## src/logic/gpc_pkg.sv

```systemverilog
// constants and types for the four-pin configuration block
// assumes a 32-bit axi4-lite register bus and word-aligned registers
package gpc_pkg;

  // ****************************************************************
  // register indices and byte addresses
  // ****************************************************************
  localparam logic [7:0]  CFG_IDX_5_3 = 8'hCB;
  localparam logic [7:0]  CFG_IDX_5_4 = 8'hCC;
  localparam logic [7:0]  CFG_IDX_6_0 = 8'hD0;
  localparam logic [7:0]  CFG_IDX_6_1 = 8'hD1;
  localparam logic [11:0] ADDR_CFG_5_3 = {2'h0, CFG_IDX_5_3, 2'h0};
  localparam logic [11:0] ADDR_CFG_5_4 = {2'h0, CFG_IDX_5_4, 2'h0};
  localparam logic [11:0] ADDR_CFG_6_0 = {2'h0, CFG_IDX_6_0, 2'h0};
  localparam logic [11:0] ADDR_CFG_6_1 = {2'h0, CFG_IDX_6_1, 2'h0};
  localparam logic [11:0] ADDR_DATA    = 12'h400;
  localparam logic [11:0] ADDR_STATUS  = 12'h404;
  localparam logic [11:0] ADDR_MASK    = 12'h408;

  // ****************************************************************
  // field layouts and reset values
  // ****************************************************************
  localparam int         NUM_PINS     = 4;
  localparam logic [7:0] CFG_RESET    = 8'h01;
  localparam logic [7:0] CFG_WMASK    = 8'hBB;
  localparam logic [2:0] STAT_RESET   = 3'h0;
  localparam logic [2:0] MASK_RESET   = 3'h0;
  localparam logic [3:0] DATA_RESET   = 4'h0;
  localparam int         ST_EDGE_5_3  = 0;
  localparam int         ST_EDGE_5_4  = 1;
  localparam int         ST_GROUP     = 2;
  localparam logic [1:0] FSEL_ALT     = 2'h0;
  localparam logic [1:0] FSEL_IRQ     = 2'h1;
  localparam logic [1:0] FSEL_GPIO    = 2'h2;
  localparam logic [1:0] FSEL_SPECIAL = 2'h3;
  localparam logic [1:0] RESP_OKAY    = 2'h0;
  localparam logic [1:0] RESP_SLVERR  = 2'h2;

  // one pin configuration register
  typedef struct packed {
    logic       open_drain;
    logic       rsvd6;
    logic       group_en;
    logic [1:0] fsel;
    logic       rsvd2;
    logic       invert;
    logic       dir_in;
  } gpc_cfg_t;

  typedef enum logic [1:0] {
    W_IDLE = 2'b01,
    W_RESP = 2'b10
  } gpc_wr_st_t;

  typedef enum logic [1:0] {
    R_IDLE = 2'b01,
    R_DATA = 2'b10
  } gpc_rd_st_t;

endpackage

```

## src/logic/gpc_top.sv

```systemverilog
// configuration and pin logic for pins 5.3, 5.4, 6.0 and 6.1
// assumes pin inputs and function sources are synchronous to ref_clk
`timescale 1ns/1ns

// Functional notes
// - config bit 0 high makes the pin input, low makes it output
// - config bit 1 high inverts pin value, low passes it unchanged
// - pin 5.3 selects rom chip select, irq11, gpio, either-edge irq 3
// - pin 5.4 selects rom output enable, irq12, gpio, either-edge irq 4
// - pin 6.0 selects parallel data 0, irq1, gpio, smi output
// - pin 6.1 selects parallel data 1, irq3, gpio, led output
// - config bit 5 adds the pin to combined group interrupt 2 when the pin selects gpio
// - config bit 7 high gives open drain, low gives push-pull
// - every configuration register resets to 0x01
module gpc_top #(
  parameter int AW = 12
) (
  // clock and reset
  input  wire logic                 ref_clk,
  input  wire logic                 rst_n,
  // axi4-lite write address and data
  input  wire logic                 s_axi_awvalid,
  output logic                      s_axi_awready,
  input  wire logic [AW-1:0]        s_axi_awaddr,
  input  wire logic [2:0]           s_axi_awprot,
  input  wire logic                 s_axi_wvalid,
  output logic                      s_axi_wready,
  input  wire logic [31:0]          s_axi_wdata,
  input  wire logic [3:0]           s_axi_wstrb,
  // axi4-lite write response
  output logic                      s_axi_bvalid,
  input  wire logic                 s_axi_bready,
  output logic [1:0]                s_axi_bresp,
  // axi4-lite read
  input  wire logic                 s_axi_arvalid,
  output logic                      s_axi_arready,
  input  wire logic [AW-1:0]        s_axi_araddr,
  input  wire logic [2:0]           s_axi_arprot,
  output logic                      s_axi_rvalid,
  input  wire logic                 s_axi_rready,
  output logic [31:0]               s_axi_rdata,
  output logic [1:0]                s_axi_rresp,
  // pins, index 0..3 = 5.3, 5.4, 6.0, 6.1
  input  wire logic [3:0]           pin_in,
  output logic [3:0]                pin_out,
  output logic [3:0]                pin_oe_n,
  // alternate function sources
  input  wire logic                 boot_rom_chip_select_n,
  input  wire logic                 boot_rom_output_enable_n,
  input  wire logic                 parallel_data_bit0,
  input  wire logic                 parallel_data_bit1,
  input  wire logic                 system_mgmt_interrupt_out_n,
  input  wire logic                 led_drive,
  // alternate function results
  output logic [1:0]                parallel_data_in,
  output logic [3:0]                irq_line_req,
  output logic                      group_irq2_req,
  output logic                      irq
);

  // ****************************************************************
  // address decoding helpers
  // ****************************************************************

  // word match of a bus address against a register address
  function automatic logic gpc_hit(input logic [AW-1:0] a,
                                   input logic [11:0]   r);
    gpc_hit = (a[AW-1:2] == r[AW-1:2]);
  endfunction

  // config register select: {hit, index}
  function automatic logic [2:0] gpc_cfg_sel(input logic [AW-1:0] a);
    if (gpc_hit(a, gpc_pkg::ADDR_CFG_5_3)) begin
      gpc_cfg_sel = 3'h4;
    end else if (gpc_hit(a, gpc_pkg::ADDR_CFG_5_4)) begin
      gpc_cfg_sel = 3'h5;
    end else if (gpc_hit(a, gpc_pkg::ADDR_CFG_6_0)) begin
      gpc_cfg_sel = 3'h6;
    end else if (gpc_hit(a, gpc_pkg::ADDR_CFG_6_1)) begin
      gpc_cfg_sel = 3'h7;
    end else begin
      gpc_cfg_sel = 3'h0;
    end
  endfunction

  // ****************************************************************
  // state
  // ****************************************************************
  gpc_pkg::gpc_cfg_t   cfg [gpc_pkg::NUM_PINS];
  gpc_pkg::gpc_wr_st_t wr_st;
  gpc_pkg::gpc_rd_st_t rd_st;
  logic                aw_held;
  logic                w_held;
  logic [AW-1:0]       wr_addr;
  logic [7:0]          wr_data;
  logic                wr_lane0;
  logic [3:0]          gpio_data;
  logic [2:0]          status;
  logic [2:0]          mask;
  logic [3:0]          pin_prev;
  logic                group_prev;

  // ****************************************************************
  // axi4-lite write path
  // ****************************************************************
  logic       do_write;
  logic [2:0] wr_cfg_sel;
  logic       wr_data_hit;
  logic       wr_mask_hit;
  logic       wr_stat_hit;
  logic       wr_ok;

  // handshakes and write decode
  assign s_axi_awready = (wr_st == gpc_pkg::W_IDLE) && !aw_held;
  assign s_axi_wready  = (wr_st == gpc_pkg::W_IDLE) && !w_held;
  assign s_axi_bvalid  = (wr_st == gpc_pkg::W_RESP);
  assign do_write      = (wr_st == gpc_pkg::W_IDLE) && aw_held && w_held;
  assign wr_cfg_sel    = gpc_cfg_sel(wr_addr);
  assign wr_data_hit   = gpc_hit(wr_addr, gpc_pkg::ADDR_DATA);
  assign wr_mask_hit   = gpc_hit(wr_addr, gpc_pkg::ADDR_MASK);
  assign wr_stat_hit   = gpc_hit(wr_addr, gpc_pkg::ADDR_STATUS);
  assign wr_ok         = wr_cfg_sel[2] || wr_data_hit || wr_mask_hit
                         || wr_stat_hit;

  // write channel state machine
  always_ff @(posedge ref_clk) begin
    if (!rst_n) begin
      wr_st       <= gpc_pkg::W_IDLE;
      aw_held     <= 1'b0;
      w_held      <= 1'b0;
      wr_addr     <= '0;
      wr_data     <= 8'h00;
      wr_lane0    <= 1'b0;
      s_axi_bresp <= gpc_pkg::RESP_OKAY;
    end else begin
      case (wr_st)
        gpc_pkg::W_IDLE: begin
          if (s_axi_awvalid && s_axi_awready) begin
            aw_held <= 1'b1;
            wr_addr <= s_axi_awaddr;
          end
          if (s_axi_wvalid && s_axi_wready) begin
            w_held   <= 1'b1;
            wr_data  <= s_axi_wdata[7:0];
            wr_lane0 <= s_axi_wstrb[0];
          end
          if (do_write) begin
            wr_st       <= gpc_pkg::W_RESP;
            s_axi_bresp <= wr_ok ? gpc_pkg::RESP_OKAY
                                 : gpc_pkg::RESP_SLVERR;
          end
        end
        gpc_pkg::W_RESP: begin
          if (s_axi_bready) begin
            wr_st   <= gpc_pkg::W_IDLE;
            aw_held <= 1'b0;
            w_held  <= 1'b0;
          end
        end
        default: begin
          wr_st <= gpc_pkg::W_IDLE;
        end
      endcase
    end
  end

  // configuration registers, reserved bits forced low
  always_ff @(posedge ref_clk) begin
    if (!rst_n) begin
      for (int i = 0; i < gpc_pkg::NUM_PINS; i++) begin
        cfg[i] <= gpc_pkg::CFG_RESET;
      end
    end else if (do_write && wr_lane0 && wr_cfg_sel[2]) begin
      cfg[wr_cfg_sel[1:0]] <= wr_data & gpc_pkg::CFG_WMASK;
    end
  end

  // gpio output data and interrupt mask
  always_ff @(posedge ref_clk) begin
    if (!rst_n) begin
      gpio_data <= gpc_pkg::DATA_RESET;
      mask      <= gpc_pkg::MASK_RESET;
    end else if (do_write && wr_lane0) begin
      if (wr_data_hit) begin
        gpio_data <= wr_data[3:0];
      end
      if (wr_mask_hit) begin
        mask <= wr_data[2:0];
      end
    end
  end

  // ****************************************************************
  // axi4-lite read path
  // ****************************************************************
  logic        rd_take;
  logic [2:0]  rd_cfg_sel;
  logic        rd_stat_hit;
  logic [31:0] rd_word;
  logic        rd_ok;
  logic [3:0]  pin_val;

  assign s_axi_arready = (rd_st == gpc_pkg::R_IDLE);
  assign s_axi_rvalid  = (rd_st == gpc_pkg::R_DATA);
  assign rd_take       = s_axi_arvalid && s_axi_arready;
  assign rd_cfg_sel    = gpc_cfg_sel(s_axi_araddr);
  assign rd_stat_hit   = gpc_hit(s_axi_araddr, gpc_pkg::ADDR_STATUS);

  // read data select, unmapped reads return zero
  always_comb begin
    rd_word = 32'h0000_0000;
    rd_ok   = 1'b1;
    if (rd_cfg_sel[2]) begin
      rd_word[7:0] = cfg[rd_cfg_sel[1:0]];
    end else if (gpc_hit(s_axi_araddr, gpc_pkg::ADDR_DATA)) begin
      rd_word[7:0] = {pin_val, gpio_data};
    end else if (rd_stat_hit) begin
      rd_word[2:0] = status;
    end else if (gpc_hit(s_axi_araddr, gpc_pkg::ADDR_MASK)) begin
      rd_word[2:0] = mask;
    end else begin
      rd_ok = 1'b0;
    end
  end

  // read channel state machine
  always_ff @(posedge ref_clk) begin
    if (!rst_n) begin
      rd_st       <= gpc_pkg::R_IDLE;
      s_axi_rdata <= 32'h0000_0000;
      s_axi_rresp <= gpc_pkg::RESP_OKAY;
    end else begin
      case (rd_st)
        gpc_pkg::R_IDLE: begin
          if (rd_take) begin
            rd_st       <= gpc_pkg::R_DATA;
            s_axi_rdata <= rd_word;
            s_axi_rresp <= rd_ok ? gpc_pkg::RESP_OKAY
                                 : gpc_pkg::RESP_SLVERR;
          end
        end
        gpc_pkg::R_DATA: begin
          if (s_axi_rready) begin
            rd_st <= gpc_pkg::R_IDLE;
          end
        end
        default: begin
          rd_st <= gpc_pkg::R_IDLE;
        end
      endcase
    end
  end

  // ****************************************************************
  // pin function multiplexing
  // ****************************************************************
  logic [3:0] alt_src;
  logic [3:0] special_src;
  logic [3:0] drv_src;
  logic [3:0] drv_val;
  logic [3:0] next_pin_out;
  logic [3:0] next_oe_n;
  logic [3:0] irq_sel;
  logic [3:0] group_mem;
  logic [3:0] edge_hit;
  logic       group_now;

  // code 00 and code 11 output sources per pin
  assign alt_src     = {parallel_data_bit1, parallel_data_bit0,
                        boot_rom_output_enable_n,
                        boot_rom_chip_select_n};
  assign special_src = {led_drive, system_mgmt_interrupt_out_n,
                        2'b00};

  genvar g;
  generate
    for (g = 0; g < gpc_pkg::NUM_PINS; g++) begin : pin_g
      // input path with optional inversion
      assign pin_val[g] = pin_in[g] ^ cfg[g].invert;
      // source for the selected function
      assign drv_src[g] =
        (cfg[g].fsel == gpc_pkg::FSEL_ALT)     ? alt_src[g] :
        (cfg[g].fsel == gpc_pkg::FSEL_SPECIAL) ? special_src[g] :
        gpio_data[g];
      assign drv_val[g] = drv_src[g] ^ cfg[g].invert;
      // open drain only pulls low, push-pull drives both levels
      assign next_pin_out[g] = cfg[g].open_drain ? 1'b0
                                                 : drv_val[g];
      assign next_oe_n[g] = cfg[g].dir_in
        || (cfg[g].open_drain && drv_val[g]);
      assign irq_sel[g]   = (cfg[g].fsel == gpc_pkg::FSEL_IRQ)
                            && cfg[g].dir_in;
      assign group_mem[g] = cfg[g].group_en
                            && (cfg[g].fsel == gpc_pkg::FSEL_GPIO)
                            && pin_val[g];
      assign edge_hit[g]  = (cfg[g].fsel == gpc_pkg::FSEL_SPECIAL)
                            && (pin_val[g] != pin_prev[g]);
    end
  endgenerate

  assign group_now = |group_mem;

  // registered pin drive and function outputs
  always_ff @(posedge ref_clk) begin
    if (!rst_n) begin
      pin_out          <= 4'h0;
      pin_oe_n         <= 4'hF;
      irq_line_req     <= 4'h0;
      parallel_data_in <= 2'h0;
      group_irq2_req   <= 1'b0;
    end else begin
      pin_out          <= next_pin_out;
      pin_oe_n         <= next_oe_n;
      irq_line_req     <= pin_val & irq_sel;
      parallel_data_in <= pin_val[3:2];
      group_irq2_req   <= group_now;
    end
  end

  // ****************************************************************
  // interrupt status, mask and output
  // ****************************************************************
  logic [2:0] events;
  logic [2:0] next_status;

  // either-edge events on 5.3/5.4 and rising group interrupt
  assign events[gpc_pkg::ST_EDGE_5_3] = edge_hit[0];
  assign events[gpc_pkg::ST_EDGE_5_4] = edge_hit[1];
  assign events[gpc_pkg::ST_GROUP]    = group_now && !group_prev;
  // read clears, a new event in the same cycle wins
  assign next_status = ((rd_take && rd_stat_hit) ? 3'h0 : status)
                       | events;

  always_ff @(posedge ref_clk) begin
    if (!rst_n) begin
      status     <= gpc_pkg::STAT_RESET;
      pin_prev   <= 4'h0;
      group_prev <= 1'b0;
      irq        <= 1'b0;
    end else begin
      status     <= next_status;
      pin_prev   <= pin_val;
      group_prev <= group_now;
      irq        <= |(next_status & mask);
    end
  end

endmodule

```

## config.mk

```make
export PLATFORM = sky130hd
export DESIGN_NAME = gpc_top
export DESIGN_NICKNAME = d
export VERILOG_FILES = /design/src/logic/gpc_pkg.sv /design/src/logic/gpc_top.sv
export SDC_FILE = /design/constraint.sdc
export NUM_CORES = 1
export LEC_CHECK = 0
export BUFFER_PORTS_ARGS = -buffer_cell sky130_fd_sc_hd__buf_2
export CORE_ASPECT_RATIO = 0.9
export CORE_MARGIN = 1
export CORE_UTILIZATION = 45
export CTS_CLUSTER_DIAMETER = 100
export DETAILED_ROUTE_END_ITERATION = 10
export HOLD_SLACK_MARGIN = 0.06
export PLACE_DENSITY = 0.76
export SETUP_SLACK_MARGIN = 0.1
export SLEW_MARGIN = 20
export SYNTH_ARGS = -nofsm -noshare
export SYNTH_HDL_FRONTEND = slang
export SYNTH_SLANG_ARGS = --single-unit
```

## constraint.sdc

```tcl
create_clock -name ref_clk -period 2.3 [get_ports ref_clk]
set_clock_uncertainty 0.2 [all_clocks]
set_input_delay 0.46 -clock ref_clk [delete_from_list [all_inputs] [get_ports ref_clk]]
set_output_delay 0.46 -clock ref_clk [all_outputs]
set_load 0.01 [all_outputs]
```

After elaboration in Yosys (flattened, before gate mapping)
Memories as Yosys holds them, arrays and structs flattened.
Index checks and enable logic that the tools add are counted.
{"block": "op_classes", "n_mux": 46, "bitwise_logic": 12, "eq_ne": 38, "reduce_logical": 61}
{"operator": "$eq 10x8->1 const B", "n": 8}
{"operator": "$eq 10x9->1 const B", "n": 6}
{"operator": "$mux 3", "n": 12}
{"operator": "$logic_and 1x1->1", "n": 29}
{"operator": "$eq 2x2->1 const B", "n": 10}
{"operator": "$mux 1", "n": 20}
{"operator": "$reduce_and 2->1", "n": 8}
{"operator": "$mux 2", "n": 7}
{"operator": "$eq 2x1->1 const B", "n": 6}
{"operator": "$ne 2x1->1 const B", "n": 5}
{"operator": "$logic_not 2->1", "n": 4}
{"operator": "$mux 8", "n": 1}
{"operator": "$pmux 2 s2", "n": 2}
{"operator": "$reduce_or 2->1", "n": 4}
{"operator": "$xor 1x1->1", "n": 8}
{"operator": "$logic_or 1x1->1", "n": 7}
{"operator": "$mux 6", "n": 1}
{"operator": "$reduce_and 3->1", "n": 2}
{"operator": "$reduce_or 6->1", "n": 1}
{"operator": "$mux 5", "n": 1}
{"operator": "$and 4x4->4", "n": 1}
{"operator": "$pmux 1 s2", "n": 2}
{"operator": "$reduce_or 4->1", "n": 1}
{"operator": "$and 3x3->3", "n": 1}
{"operator": "7 further kinds", "n": 10}
{"block": "word_totals", "output_inout_bits": 57, "regBits": 67, "n_memories": 1, "ramBits": 24, "inputBits": 83}
{"name": "cfg", "depth": 4, "width": 6, "read_ports": 5, "rd_ports_with_merged_regs": 0, "write_ports": 4, "line_no": "gpc_top.sv:89", "rtl": "gpc_pkg::gpc_cfg_t cfg [gpc_pkg::NUM_PINS];"}

Depth between registers and ports, before layout
Gate-level depths: netlist (run 1).
{"block": "logic_depth", "word_depth": 11, "depth_mapped": 6, "mapped_depth_nobuf": 5}

Least setup slack after synthesis (run 1)
No wires, ideal clock.
{"block": "synth_path", "path_type": "in2reg", "startpoint": "input port s_axi_araddr[8]", "endpoint": "register irq", "t_arrival_ps": 2080, "stages": 5, "slack_ps": -102, "t_required_ps": 1978, "n_path_buf": 0, "path_cell_list": "or4b_1 or4_4 a32oi_1 nor2_1 a221o_1"}
{"block": "synth_via", "elab_chain_len": 6}
{"item": "start, declared", "line_no": "gpc_top.sv:37", "rtl": "input wire logic [AW-1:0] s_axi_araddr,"}
{"item": "$eq 10x9->1", "line_no": "gpc_top.sv:68", "rtl": "gpc_hit = (a[AW-1:2] == r[AW-1:2]);"}
{"item": "$logic_and 1x1->1", "line_no": "gpc_top.sv:331", "rtl": "assign next_status = ((rd_take && rd_stat_hit) ? 3'h0 : status)"}
{"item": "$mux 3", "line_no": "gpc_top.sv:331"}
{"item": "$or 3x3->3", "line_no": "gpc_top.sv:332", "rtl": "| events;"}
{"item": "$and 3x3->3", "line_no": "gpc_top.sv:344", "rtl": "irq <= |(next_status & mask);"}
{"item": "$reduce_or 3->1", "line_no": "gpc_top.sv:344"}
{"item": "end signal, assigned", "line_no": "gpc_top.sv:344"}
{"item": "end, declared", "line_no": "gpc_top.sv:58", "rtl": "output logic irq"}
Every way passes these cells.
A chain may end at the register's enable or synchronous reset.

Final worst setup path (run 1)
{"block": "layout_path", "startpoint": "input port s_axi_araddr[4]", "endpoint": "register irq"}
The elaborated chain is that of the path after synthesis.

==> impl_summary.log, run 1 <==
[metrics] result of the run: completed
[metrics] Final Core Density: 0.559
[metrics] Placeable Area: 0.00861 mm²
[metrics] Mean Syn Cell Area: 9.40 µm²
[metrics] Pins Over Slew Limit: 0
[metrics] Ant. Diodes: 0
[metrics] Hold WC Path Type: in2reg
[metrics] Total Negative Setup Slacks: 0 ps
[metrics] worst path arrival time: 2200 ps
[metrics] async set-or-reset flop fraction in the synthesized netlist: 0
[metrics] ys flop type: dfxtp_1
[metrics] Starting Density: 0.465
[metrics] max-cap check violation count: 0
[metrics] share of the synthesized area in the top cell type: 0.310
[metrics] CTS tree: built
[metrics] top library cells by usage in the layout, fill and taps aside: 75 x buf_2, 64 x nand2_1, 62 x dfxtp_1
[metrics] total number of vias: 3,371
[metrics] DRC Markers: 0
[metrics] Layout Area Growth over Synthesis: 20.2%
[metrics] drt initial violations: 174
[metrics] overflow left after global routing: 0
[metrics] min Tclk post-route: 2160 ps
[metrics] HPWL after detailed placement: 7130 µm
[metrics] number of buffers on the longest clock path: 2
[metrics] relative contribution of sequential cells to total power: 0.528
[metrics] maximum net fanout on the critical path: 3
[metrics] clock tree sinks: 86
[metrics] worst max-slew margin expressed relative to the limit: 0.595
[metrics] Mapped Cells: 426
[metrics] Clock transition at path regs: 80 ps
[metrics] count of cell types in the netlist: 53
[metrics] placed instance count: 628
[metrics] dominant cells by area after synthesis: dfxtp_1 31%, edfxtp_1 18%, nand2_1 6.0%
[metrics] number of rows in the core area: 32
[metrics] chip height: 91.5 µm
[metrics] count of endpoints failing hold in the final timing report: 0
[metrics] setup repair after global routing missed its margin: true
[metrics] Worst-Skew Late Latency: 350 ps
[metrics] P_sw: 770 µW
[metrics] Comb pwr share: 0.101
[metrics] required arrival time at the worst endpoint: 2350 ps
[metrics] die area: 0.00928 mm²
[metrics] Worst-Margin Slew: 606 ps
[metrics] post-detailed-route wirelength per cell: 14.4 µm
[metrics] Peak supply drop: 0.283 mV
[metrics] number of enable flip-flop cells after synthesis: 24
[metrics] final weighted congestion in routability-driven placement: 0.895
[metrics] count of H-tree levels built during CTS: 3
[metrics] GRT Resource Usage Total: 0.210
[metrics] clock root cell: clkbuf_8
[metrics] Max Freq: 463 MHz
[metrics] Post-Route WL: 9270 µm
[metrics] maximum number of pins on one net before global-route repair: 28
[metrics] antenna-violating nets left: 0
[metrics] post-layout instance area: 0.00481 mm²
[metrics] Post-layout nets: 603
[metrics] fraction of the yosys area taken by sequential cells: 0.490
[metrics] ratio of cells with drive above 1 in the final layout: 0.240
[metrics] internal power component: 2380 µW
[metrics] vias per cell: 5.23
[metrics] share of total power consumed by net switching: 0.244
[metrics] category of the worst setup path capture point: register
[metrics] number of antenna violations at the first check in global routing: 0
[metrics] Initial DRT Pass Iterations: 6
[metrics] number of global-route vias before repair: 3,179
[metrics] startpoint type of the worst setup path: primary input
[metrics] Clk pwr share: 0.371
[metrics] number of standard cells in the layout, taps in and fillers out: 644
[metrics] Horiz. Die Dim: 101 µm
[metrics] Post-Syn Area: 0.00400 mm²
[metrics] pwr/cell area: 655 mW/mm²
[metrics] Num CTS Buffers: 9
[metrics] number of I/O port buffers: 75
[metrics] share of the clock period used by the worst path: 0.938
[metrics] endpoints failing setup: 0
[metrics] number of storage elements in the synthesis netlist: 86
[metrics] number of warnings printed during yosys synthesis: 0
[metrics] number of I/O pins: 140
[metrics] WS Path Type: in2reg
[metrics] cell type contributing the most total cell area after synthesis: dfxtp_1
[metrics] leading cell type in the layout, fill and taps excluded: buf_2
[metrics] Cell Area, Placed: 0.00457 mm²
[metrics] first-pass GRT wire length: 15,000 µm
[metrics] Leakage: 0.00202 µW
## sequential cells by signal (all words and copies together) (netlist names), 3 cells and up
register	count
cfg	24
status	3
wr_addr	10
s_axi_rdata	8
irq_line_req	4
pin_oe_n	4
wr_data	7
mask	3
gpio_data	4
pin_out	4
## power by group through the flow
stage	clock [µW]	sequential (µW)	combinational, µW
after detailed placement	0	1700	314
after floorplan	0	1680	223
final	1170	1670	318
after global placement	0	1700	306
after CTS	1200	1660	316
after global routing	1250	1670	354
## logic make-up (layout without fill, tap and decap cells)
family / count (synthesis) / in the layout / synth area share
DFF: 86 / 86 / 0.490
AOI/OAI and AO/OA: 71 / 71 / 0.119
xor gates and xnor gates: 14 / 14 / 0.0306
buffers and inverters: 48 / 122 / 0.0694
muxes: 16 / 16 / 0.0400
other: 1 / 26 / 0.000937
and+or+nand+nor: 190 / 190 / 0.250
## Yosys cell counts, types with 6 or more instances
library cell / n
nand2_1: 64
clkbuf_1: 13
nor2_1: 28
and2_1: 24
nand3_1: 10
a21oi_1: 25
mux2i_1: 16
inv_1: 7
nor3_1: 6
o21ai_0: 11
edfxtp_1: 24
nand2b_1: 9
xor2_1: 7
buf_4: 26
or3_1: 7
nor2b_1: 8
dfxtp_1: 62
nor4_1: 9
xnor2_1: 7
## layout make-up
cell class                      count  area (µm²)
Timing Repair Buffer               99         568
Tap cell                          119         149
Inverter                            7        26.3
Multi-Input combinational cell    317        1880
Fill cell                         798        3800
Clock inverter                      3        45.0
Clock buffer                       13         181
Sequential cell                    86        1960
## critical path, cell delays in order
cell     delay [ps]
buf_2           110
or4_4           530
or4_4           520
a32oi_1         170
nor2_1           80
a221o_1         340
## metrics by stage
stage               hold slack (ps)  power, µW  worst slack [ps]
finish                          135       3150               142
global route                    135       3280              86.5
global placement                258       2000              -194
floorplan                       231       1910             -23.4
CTS                             117       3180               153
detailed placement              262       2010              -226
## metal layers
layer | GRT usage | routed length [µm] | vias to the layer above
li1 | - | - | 1645
met1 | 0.262 | 4100 | 1584
met2 | 0.346 | 4400 | 122
met3 | 0.0523 | 604 | 20
met4 | 0.0845 | 169 | 0
met5 | 0 | 0 | -
## worst paths after layout
| kind | from | end | slack [ps] | cells after the start |
|---|---|---|---|---|
| hold reg to reg | wr_addr[10] | wr_addr[10] | 270 | 2 |
| setup / recovery | s_axi_araddr[4] | irq | 140 | 6 |
| hold / removal | s_axi_awaddr[9] | wr_addr[9] | 130 | 3 |
| setup reg to reg | wr_addr[4] | cfg[2][0] | 240 | 4 |
## timing repair
action | 4_1_cts | 5_1_grt
hold buffers | 0 | 0
gates resized for setup | 0 | 4
setup endpoints to repair | 0 | 16
setup buffers | 0 | 0
(Power assumes the default switching activity.)
==> run 2, diff against run 1 <==
--- a/config.mk
+++ b/config.mk
@@ -5,14 +5,16 @@
 export SDC_FILE = /design/constraint.sdc
 export NUM_CORES = 1
 export LEC_CHECK = 0
+export ABC_AREA = 1
 export BUFFER_PORTS_ARGS = -buffer_cell sky130_fd_sc_hd__buf_2
+export CAP_MARGIN = 20
 export CORE_ASPECT_RATIO = 0.9
 export CORE_MARGIN = 1
-export CORE_UTILIZATION = 45
+export CORE_UTILIZATION = 46
 export CTS_CLUSTER_DIAMETER = 100
 export DETAILED_ROUTE_END_ITERATION = 10
 export HOLD_SLACK_MARGIN = 0.06
-export PLACE_DENSITY = 0.76
+export PLACE_DENSITY = 0.77
 export SETUP_SLACK_MARGIN = 0.1
 export SLEW_MARGIN = 20
 export SYNTH_ARGS = -nofsm -noshare
==> impl_summary.log, run 2 <==
[metrics] result of the run: completed
[metrics] number of buffers added for setup after CTS: 0 (unchanged)
[metrics] Post-Route WL: 9840 µm (+6.1%)
[metrics] worst min-delay path startpoint: s_axi_rready
[metrics] instance count along the most critical hold path: 3 (unchanged)
[metrics] endpoints failing setup: 0 (unchanged)
[metrics] overflow left after global routing: 0 (unchanged)
[metrics] required arrival time at the worst endpoint: 2150 ps (-200 ps)
[metrics] Num CTS Buffers: 9 (unchanged)
[metrics] Most Crowded Layer GR: met2
[metrics] Worst-Skew Late Latency: 350 ps (about the same)
[metrics] Post-synth top cells: 102 x nand2_1, 83 x inv_1, 62 x dfxtp_1
[metrics] # hold bufs at CTS: 0 (unchanged)
[metrics] met2 routing resource usage after global routing: 0.358 (+0.0125)
[metrics] R2R Path Start: wr_addr[10]
[metrics] Comb pwr share: 0.122 (+0.021)
[metrics] Layout Area Growth over Synthesis: 15.8%
[metrics] Total Negative Setup Slacks: 0 ps (unchanged)
[metrics] Ant. Diodes: 0 (unchanged)
[metrics] most frequently used cell type in the post-synthesis netlist: nand2_1
[metrics] top library cells by usage in the layout, fill and taps aside: 100 x nand2_1, 83 x inv_1, 75 x buf_2
[metrics] Max Freq: 483 MHz (+4.2%)
[metrics] number of storage elements in the synthesis netlist: 86 (unchanged)
[metrics] P_sw: 858 µW (+12%)
[metrics] clock root cell: clkbuf_8
[metrics] DRC Markers: 0 (unchanged)
[metrics] largest register by flop count: cfg
[metrics] ys flop type: dfxtp_1
[metrics] path depth of the worst reg2reg path: 9 (+5)
[metrics] HPWL after detailed placement: 7760 µm (+8.8%)
[metrics] share of the clock period used by the worst path: 0.900 (-0.0381)
[metrics] GRT Resource Usage Total: 0.221 (+0.0107)
[metrics] number of warnings printed during yosys synthesis: 0 (unchanged)
[metrics] startpoint type of the worst setup path: register
[metrics] die area: 0.00960 mm² (+3.4%)
[metrics] Worst path max stage delay: 350 ps (-180 ps)
[metrics] clock tree sinks: 86 (unchanged)
[metrics] relative contribution of sequential cells to total power: 0.530 (+0.002)
[metrics] master of the slowest instance on the critical path: dfxtp_1
[metrics] Cell Area, Placed: 0.00469 mm² (+2.7%)
[metrics] count of H-tree levels built during CTS: 3 (unchanged)
[metrics] cell type contributing the most total cell area after synthesis: dfxtp_1
[metrics] Pins Over Slew Limit: 0 (unchanged)
[metrics] Initial DRT Pass Iterations: 4 (-2)
[metrics] Post-layout nets: 725 (+20%)
[metrics] count of cell types in the netlist: 35 (-34%)
[metrics] Starting Density: 0.483 (+0.0180)
[metrics] fraction of the yosys area taken by sequential cells: 0.463 (-0.0269)
[metrics] final weighted congestion in routability-driven placement: 0.919 (+2.7%)
[metrics] worst path arrival time: 1920 ps (-280 ps)
[metrics] chip height: 93.0 µm (+1.7%)
[metrics] worst max-slew margin expressed relative to the limit: 0.640 (+0.0441)
[metrics] antenna-violating nets left: 0 (unchanged)
[metrics] Reg-to-Reg End: cfg[2][2]
[metrics] number of rows in the core area: 32 (unchanged)
[metrics] Largest regs: cfg x24, wr_addr x10, s_axi_rdata x8
[metrics] total number of vias: 3,738 (+11%)
[metrics] worst hold-check slack: 147 ps (+11.6 ps)
[metrics] setup repair after global routing missed its margin: false
[metrics] flip-flop count of the largest register after layout: 24 (unchanged)
[metrics] Placeable Area: 0.00877 mm² (+1.9%)
[metrics] Final Core Density: 0.560 (+0.000780)
[metrics] dominant cells by area after synthesis: dfxtp_1 29%, edfxtp_1 17%, nand2_1 9.0%
[metrics] worst reg2reg setup slack: 230 ps (about the same)
[metrics] met1 Use GR: 0.290 (+0.0283)
[metrics] Post-Syn Area: 0.00424 mm² (+5.8%)
[metrics] vias per cell: 4.88 (-6.8%)
[metrics] async set-or-reset flop fraction in the synthesized netlist: 0 (unchanged)
[metrics] share of total power consumed by net switching: 0.272 (+0.0278)
[metrics] maximum number of pins on one net before global-route repair: 26 (-7.1%)
[metrics] ordered cell list for the critical path: nor2_2 -> nand2_2 -> nor3_4 -> o21ai_4 -> nand2_2 -> nand3_4 -> nor2_4 -> nand2_2 -> nand2_1
[metrics] Min-Delay Endpoint: rd_st[0]
[metrics] CTS tree: built
[metrics] Clock transition at path regs: 80 ps (about the same)
[metrics] met3 layer usage reported by global route: 0.0531 (+0.000716)
[metrics] WS Path Type: reg2reg
[metrics] number of enable flip-flop cells after synthesis: 24 (unchanged)
[metrics] number of global-route vias before repair: 3,402 (+7.0%)
[metrics] Horiz. Die Dim: 103 µm (+1.7%)
[metrics] category of the worst setup path capture point: register
[metrics] Mapped Cells: 559 (+31%)
[metrics] leading cell type in the layout, fill and taps excluded: nand2_1
[metrics] pwr/cell area: 643 mW/mm² (-1.8%)
[metrics] Worst-Margin Slew: 539 ps (-66.8 ps)
[metrics] number of buffers on the longest clock path: 2 (unchanged)
[metrics] maximum net fanout on the critical path: 6 (+3)
[metrics] number of I/O port buffers: 75 (unchanged)
[metrics] post-layout instance area: 0.00491 mm² (+2.0%)
[metrics] number of I/O pins: 140 (unchanged)
[metrics] post-detailed-route wirelength per cell: 12.8 µm (-11%)
[metrics] Top cell by count, worst path: nand2_2
[metrics] count of endpoints failing hold in the final timing report: 0 (unchanged)
[metrics] share of the synthesized area in the top cell type: 0.293 (-0.0170)
[metrics] ratio of cells with drive above 1 in the final layout: 0.202 (-0.0375)
[metrics] Peak supply drop: 0.405 mV (+43%)
[metrics] first-pass GRT wire length: 16,000 µm (+6.3%)
[metrics] Clk pwr share: 0.348 (-0.023)
[metrics] max-cap check violation count: 0 (unchanged)
[metrics] Hold WC Path Type: in2reg
[metrics] min Tclk post-route: 2070 ps (-87.6 ps)
[metrics] drt initial violations: 143 (-18%)
[metrics] number of antenna violations at the first check in global routing: 0 (unchanged)
[metrics] Leakage: 0.00232 µW (+15%)
[metrics] Mean Syn Cell Area: 7.58 µm² (-19%)
[metrics] internal power component: 2300 µW (-3.5%)
run 2: worst max path at each step:
stage | slack, ps | startpoint | cells after the start | endpoint
4_1_cts | 160 | wr_addr[9] | 9 | cfg[1][4]
3_3_place_gp | 250 | wr_addr[8] | 7 | cfg[3][4]
2_1_floorplan | 210 | wr_addr[10] | 7 | cfg[3][0]
6_report | 230 | wr_addr[10] | 9 | cfg[2][2]
3_5_place_dp | 180 | wr_addr[9] | 9 | cfg[1][1]
5_1_grt | 120 | wr_addr[10] | 9 | cfg[2][0]
run 2: cell type report:
cell class | instances | area, µm²
multi-input combinational | 371 | 1800
clock inverter | 6 | 68.8
inverter | 88 | 330
sequential | 86 | 1960
clock buffer | 10 | 138
tap | 119 | 149
fill | 847 | 3860
timing repair buffer | 86 | 458
run 2: worst max-delay path: cells and delay by family (launching register included):
| family | cells | cell delay (ps) |
|---|---|---|
| AND/OR/NAND/NOR | 8 | 1080 |
| flip-flops | 1 | 350 |
| AO/OA/AOI/OAI | 1 | 120 |
run 2: layer usage:
layer,vias up,routed length (µm)
met5,-,0
met4,0,148
met3,11,554
met2,132,4620
met1,1682,4510
li1,1913,-
run 2: cell families (layout without fill, tap and decap cells):
logic type                Yosys count  after routing  synth area share
AOI/OAI and AO/OA                  87             87             0.113
DFF                                86             86             0.463
buffers and inverters             127            190             0.136
xor gates and xnor gates            7              7            0.0145
other                               1             26          0.000885
and+or+nand+nor                   251            251             0.272
run 2: stage by stage:
step / cells / total power, µW / worst slack, ps
floorplan: 584 / 1980 / 206
global placement: 750 / 2080 / 247
detailed placement: 750 / 2090 / 184
CTS: 766 / 3170 / 163
global route: 766 / 3310 / 120
finish: 766 / 3160 / 230
run 2: power groups by stage:
stage                     registers, µW  logic, µW  clock network [µW]
final                              1670        386                1100
after global routing               1690        441                1190
after CTS                          1670        384                1110
after detailed placement           1710        383                   0
after global placement             1710        372                   0
after floorplan                    1710        272                   0
run 2: timing repair:
action	CTS	global route
resized for setup	0	3
setup endpoints to repair	0	24
endpoints found under the hold margin	0	0
==> run 3, diff against run 2 <==
==> constraint.sdc (replaced) <==
create_clock -name ref_clk -period 1.8 [get_ports ref_clk]
set_clock_uncertainty 0.2 [all_clocks]
set_input_delay 0.36 -clock ref_clk [delete_from_list [all_inputs] [get_ports ref_clk]]
set_output_delay 0.36 -clock ref_clk [all_outputs]
set_load 0.01 [all_outputs]
==> impl_summary.log, run 3 (synthesis results as in run 2) <==
[metrics] Leakage: 0.00262 µW (+13%)
[metrics] chip height: 93.0 µm (unchanged)
[metrics] Layout Area Growth over Synthesis: 30.1%
[metrics] largest register by flop count: cfg
[metrics] endpoints failing setup: 36 (+36)
[metrics] internal power component: 2850 µW (+24%)
[metrics] maximum number of pins on one net before global-route repair: 25 (-3.8%)
[metrics] Max Freq: 532 MHz (+10%)
[metrics] antenna-violating nets left: 0 (unchanged)
[metrics] Routed met1 length: 4650 µm (+3.1%)
[metrics] Starting Density: 0.483 (unchanged)
[metrics] Ant. Diodes: 0 (unchanged)
[metrics] met3 wire len: 514 µm (-7.2%)
[metrics] leading cell type in the layout, fill and taps excluded: nand2_1
[metrics] Num CTS Buffers: 9 (unchanged)
[metrics] DRC Markers: 0 (unchanged)
[metrics] Initial DRT Pass Iterations: 5 (+1)
[metrics] number of I/O pins: 140 (unchanged)
[metrics] worst min-delay path startpoint: s_axi_awaddr[9]
[metrics] die area: 0.00960 mm² (unchanged)
[metrics] first-pass GRT wire length: 17,400 µm (+8.7%)
[metrics] drt initial violations: 155 (+8.4%)
[metrics] post-detailed-route wirelength per cell: 13.7 µm (+6.8%)
[metrics] share of total power consumed by net switching: 0.287 (+0.0147)
[metrics] number of global-route vias before repair: 3,860 (+13%)
[metrics] number of I/O port buffers: 75 (unchanged)
[metrics] count of endpoints failing hold in the final timing report: 0 (unchanged)
[metrics] share of the clock period used by the worst path: 1.04 (+0.144)
[metrics] final weighted congestion in routability-driven placement: 0.892 (-2.9%)
[metrics] P_sw: 1140 µW (+33%)
[metrics] Comb pwr share: 0.159 (+0.037)
[metrics] Clock transition at path regs: 90 ps (about the same)
[metrics] Worst Setup SP: wr_addr[7]
[metrics] pwr/cell area: 725 mW/mm² (+13%)
[metrics] Placeable Area: 0.00877 mm² (unchanged)
[metrics] flip-flop count of the largest register after layout: 24 (unchanged)
[metrics] number of rows in the core area: 32 (unchanged)
[metrics] Cell Area, Placed: 0.00498 mm² (+6.1%)
[metrics] Peak supply drop: 0.575 mV (+42%)
[metrics] clock tree sinks: 86 (unchanged)
[metrics] Clk pwr share: 0.301 (-0.047)
[metrics] Hold WC Path Type: in2reg
[metrics] startpoint type of the worst setup path: register
[metrics] ordered cell list for the critical path: nor2_4 -> nand2_2 -> nor3_4 -> nand2_1 -> o21ai_2 -> inv_2 -> o31ai_4 -> buf_6
[metrics] result of the run: complete, but fails checks
[metrics] Largest regs: cfg x24, wr_addr x10, s_axi_rdata x8
[metrics] multi-input combinational cell area: 0.00203 mm² (+12%)
[metrics] clock root cell: clkbuf_8
[metrics] relative contribution of sequential cells to total power: 0.540 (+0.010)
[metrics] number of buffers on the longest clock path: 2 (unchanged)
[metrics] Post-Route WL: 11,100 µm (+13%)
[metrics] CTS tree: built
[metrics] R2R Path Start: wr_addr[7]
[metrics] number of filler instances in the final layout: 771 (-9.0%)
[metrics] Final Core Density: 0.628 (+0.0688)
[metrics] overflow left after global routing: 0 (unchanged)
[metrics] worst setup slack before clock tree synthesis: -104 ps (-288 ps)
[metrics] master of the slowest instance on the critical path: dfxtp_4
[metrics] Worst path max stage delay: 370 ps (+20 ps)
[metrics] max-cap check violation count: 0 (unchanged)
[metrics] min Tclk post-route: 1880 ps (-190 ps)
[metrics] Horiz. Die Dim: 103 µm (unchanged)
[metrics] setup repair after global routing missed its margin: true
[metrics] maximum net fanout on the critical path: 6 (unchanged)
[metrics] failing checks: setup timing
[metrics] cell family with most CP delay: simple AND/OR/NAND/NOR gates
[metrics] final setup margin: -80.2 ps (-310 ps)
[metrics] count of H-tree levels built during CTS: 3 (unchanged)
[metrics] post-layout instance area: 0.00551 mm² (+12%)
[metrics] category of the worst setup path capture point: register
[metrics] total number of vias: 3,976 (+6.4%)
[metrics] top routing layer in use: met4
[metrics] required arrival time at the worst endpoint: 1670 ps (-480 ps)
[metrics] HPWL after detailed placement: 8200 µm (+5.7%)
[metrics] Post-layout nets: 770 (+6.2%)
[metrics] sequential cell area: 0.00198 mm² (+0.96%)
[metrics] buffering stage count on the worst path with inverters included: 2 (+2)
[metrics] Pins Over Slew Limit: 0 (unchanged)
[metrics] GRT Resource Usage Total: 0.238 (+0.0169)
[metrics] top library cells by usage in the layout, fill and taps aside: 88 x nand2_1, 74 x inv_1, 73 x buf_2
[metrics] Worst-Skew Late Latency: 350 ps (about the same)
[metrics] worst path arrival time: 1750 ps (-170 ps)
[metrics] WL met2: 5690 µm (+23%)
[metrics] ratio of cells with drive above 1 in the final layout: 0.325 (+0.123)
[metrics] vias per cell: 4.90 (+0.47%)
[metrics] WS Path Type: reg2reg
[metrics] number of antenna violations at the first check in global routing: 0 (unchanged)
==> run 3: cell type report <==
type / instances / area share
Clock inverter: 6 / 0.00840
Inverter: 88 / 0.0599
Multi-Input combinational cell: 371 / 0.368
Timing Repair Buffer: 131 / 0.154
Sequential cell: 86 / 0.359
Tap cell: 119 / 0.0270
Clock buffer: 10 / 0.0232
==> run 3: per-stage QoR <==
stage	setup TNS, ps	hold slack, ps	power [µW]	instances
floorplan	0	216	2550	584
global route	-6090	81.4	4200	811
global placement	-387	252	2720	779
finish	-2230	77.2	3990	811
detailed placement	-1730	250	2740	779
CTS	-914	64.5	3980	806
==> run 3: metal layers <==
metal | global-route usage | vias up
li1 | - | 2007
met1 | 0.276 | 1812
met2 | 0.434 | 134
met3 | 0.0433 | 23
met4 | 0.0810 | 0
met5 | 0 | -
==> run 3: worst paths after layout <==
path                            slack (ps)  depth (start not counted)             end
worst min register to register         260                          2  s_axi_rdata[2]
worst max register to register         -80                          8       cfg[3][3]
worst min-delay path                    80                          3      wr_addr[9]
worst max-delay path                   -80                          8       cfg[3][3]
==> run 3: worst register-to-register path, delay by kind of cell, from the launching register on <==
kind,cells,cell delay [ps]
buf+inv,2,240
flops,1,370
simple gates,4,450
compound gates,2,340
==> run 3: power groups by stage <==
stage                     Sequential [µW]  Clock [µW]  Combinational, µW
after floorplan                      2190           0                357
after global placement               2180           0                541
after detailed placement             2190           0                556
after CTS                            2150        1230                599
after global routing                 2170        1320                703
final                                2160        1200                634
==> run 3: repair_timing <==
action / CTS / global route
setup buffers: 8 / 5
gates resized for setup: 38 / 35
endpoints found under the setup margin: 56 / 72
pin swaps: 16 / 23
endpoints found under the hold margin: 3 / 0
hold buffers: 3 / 0
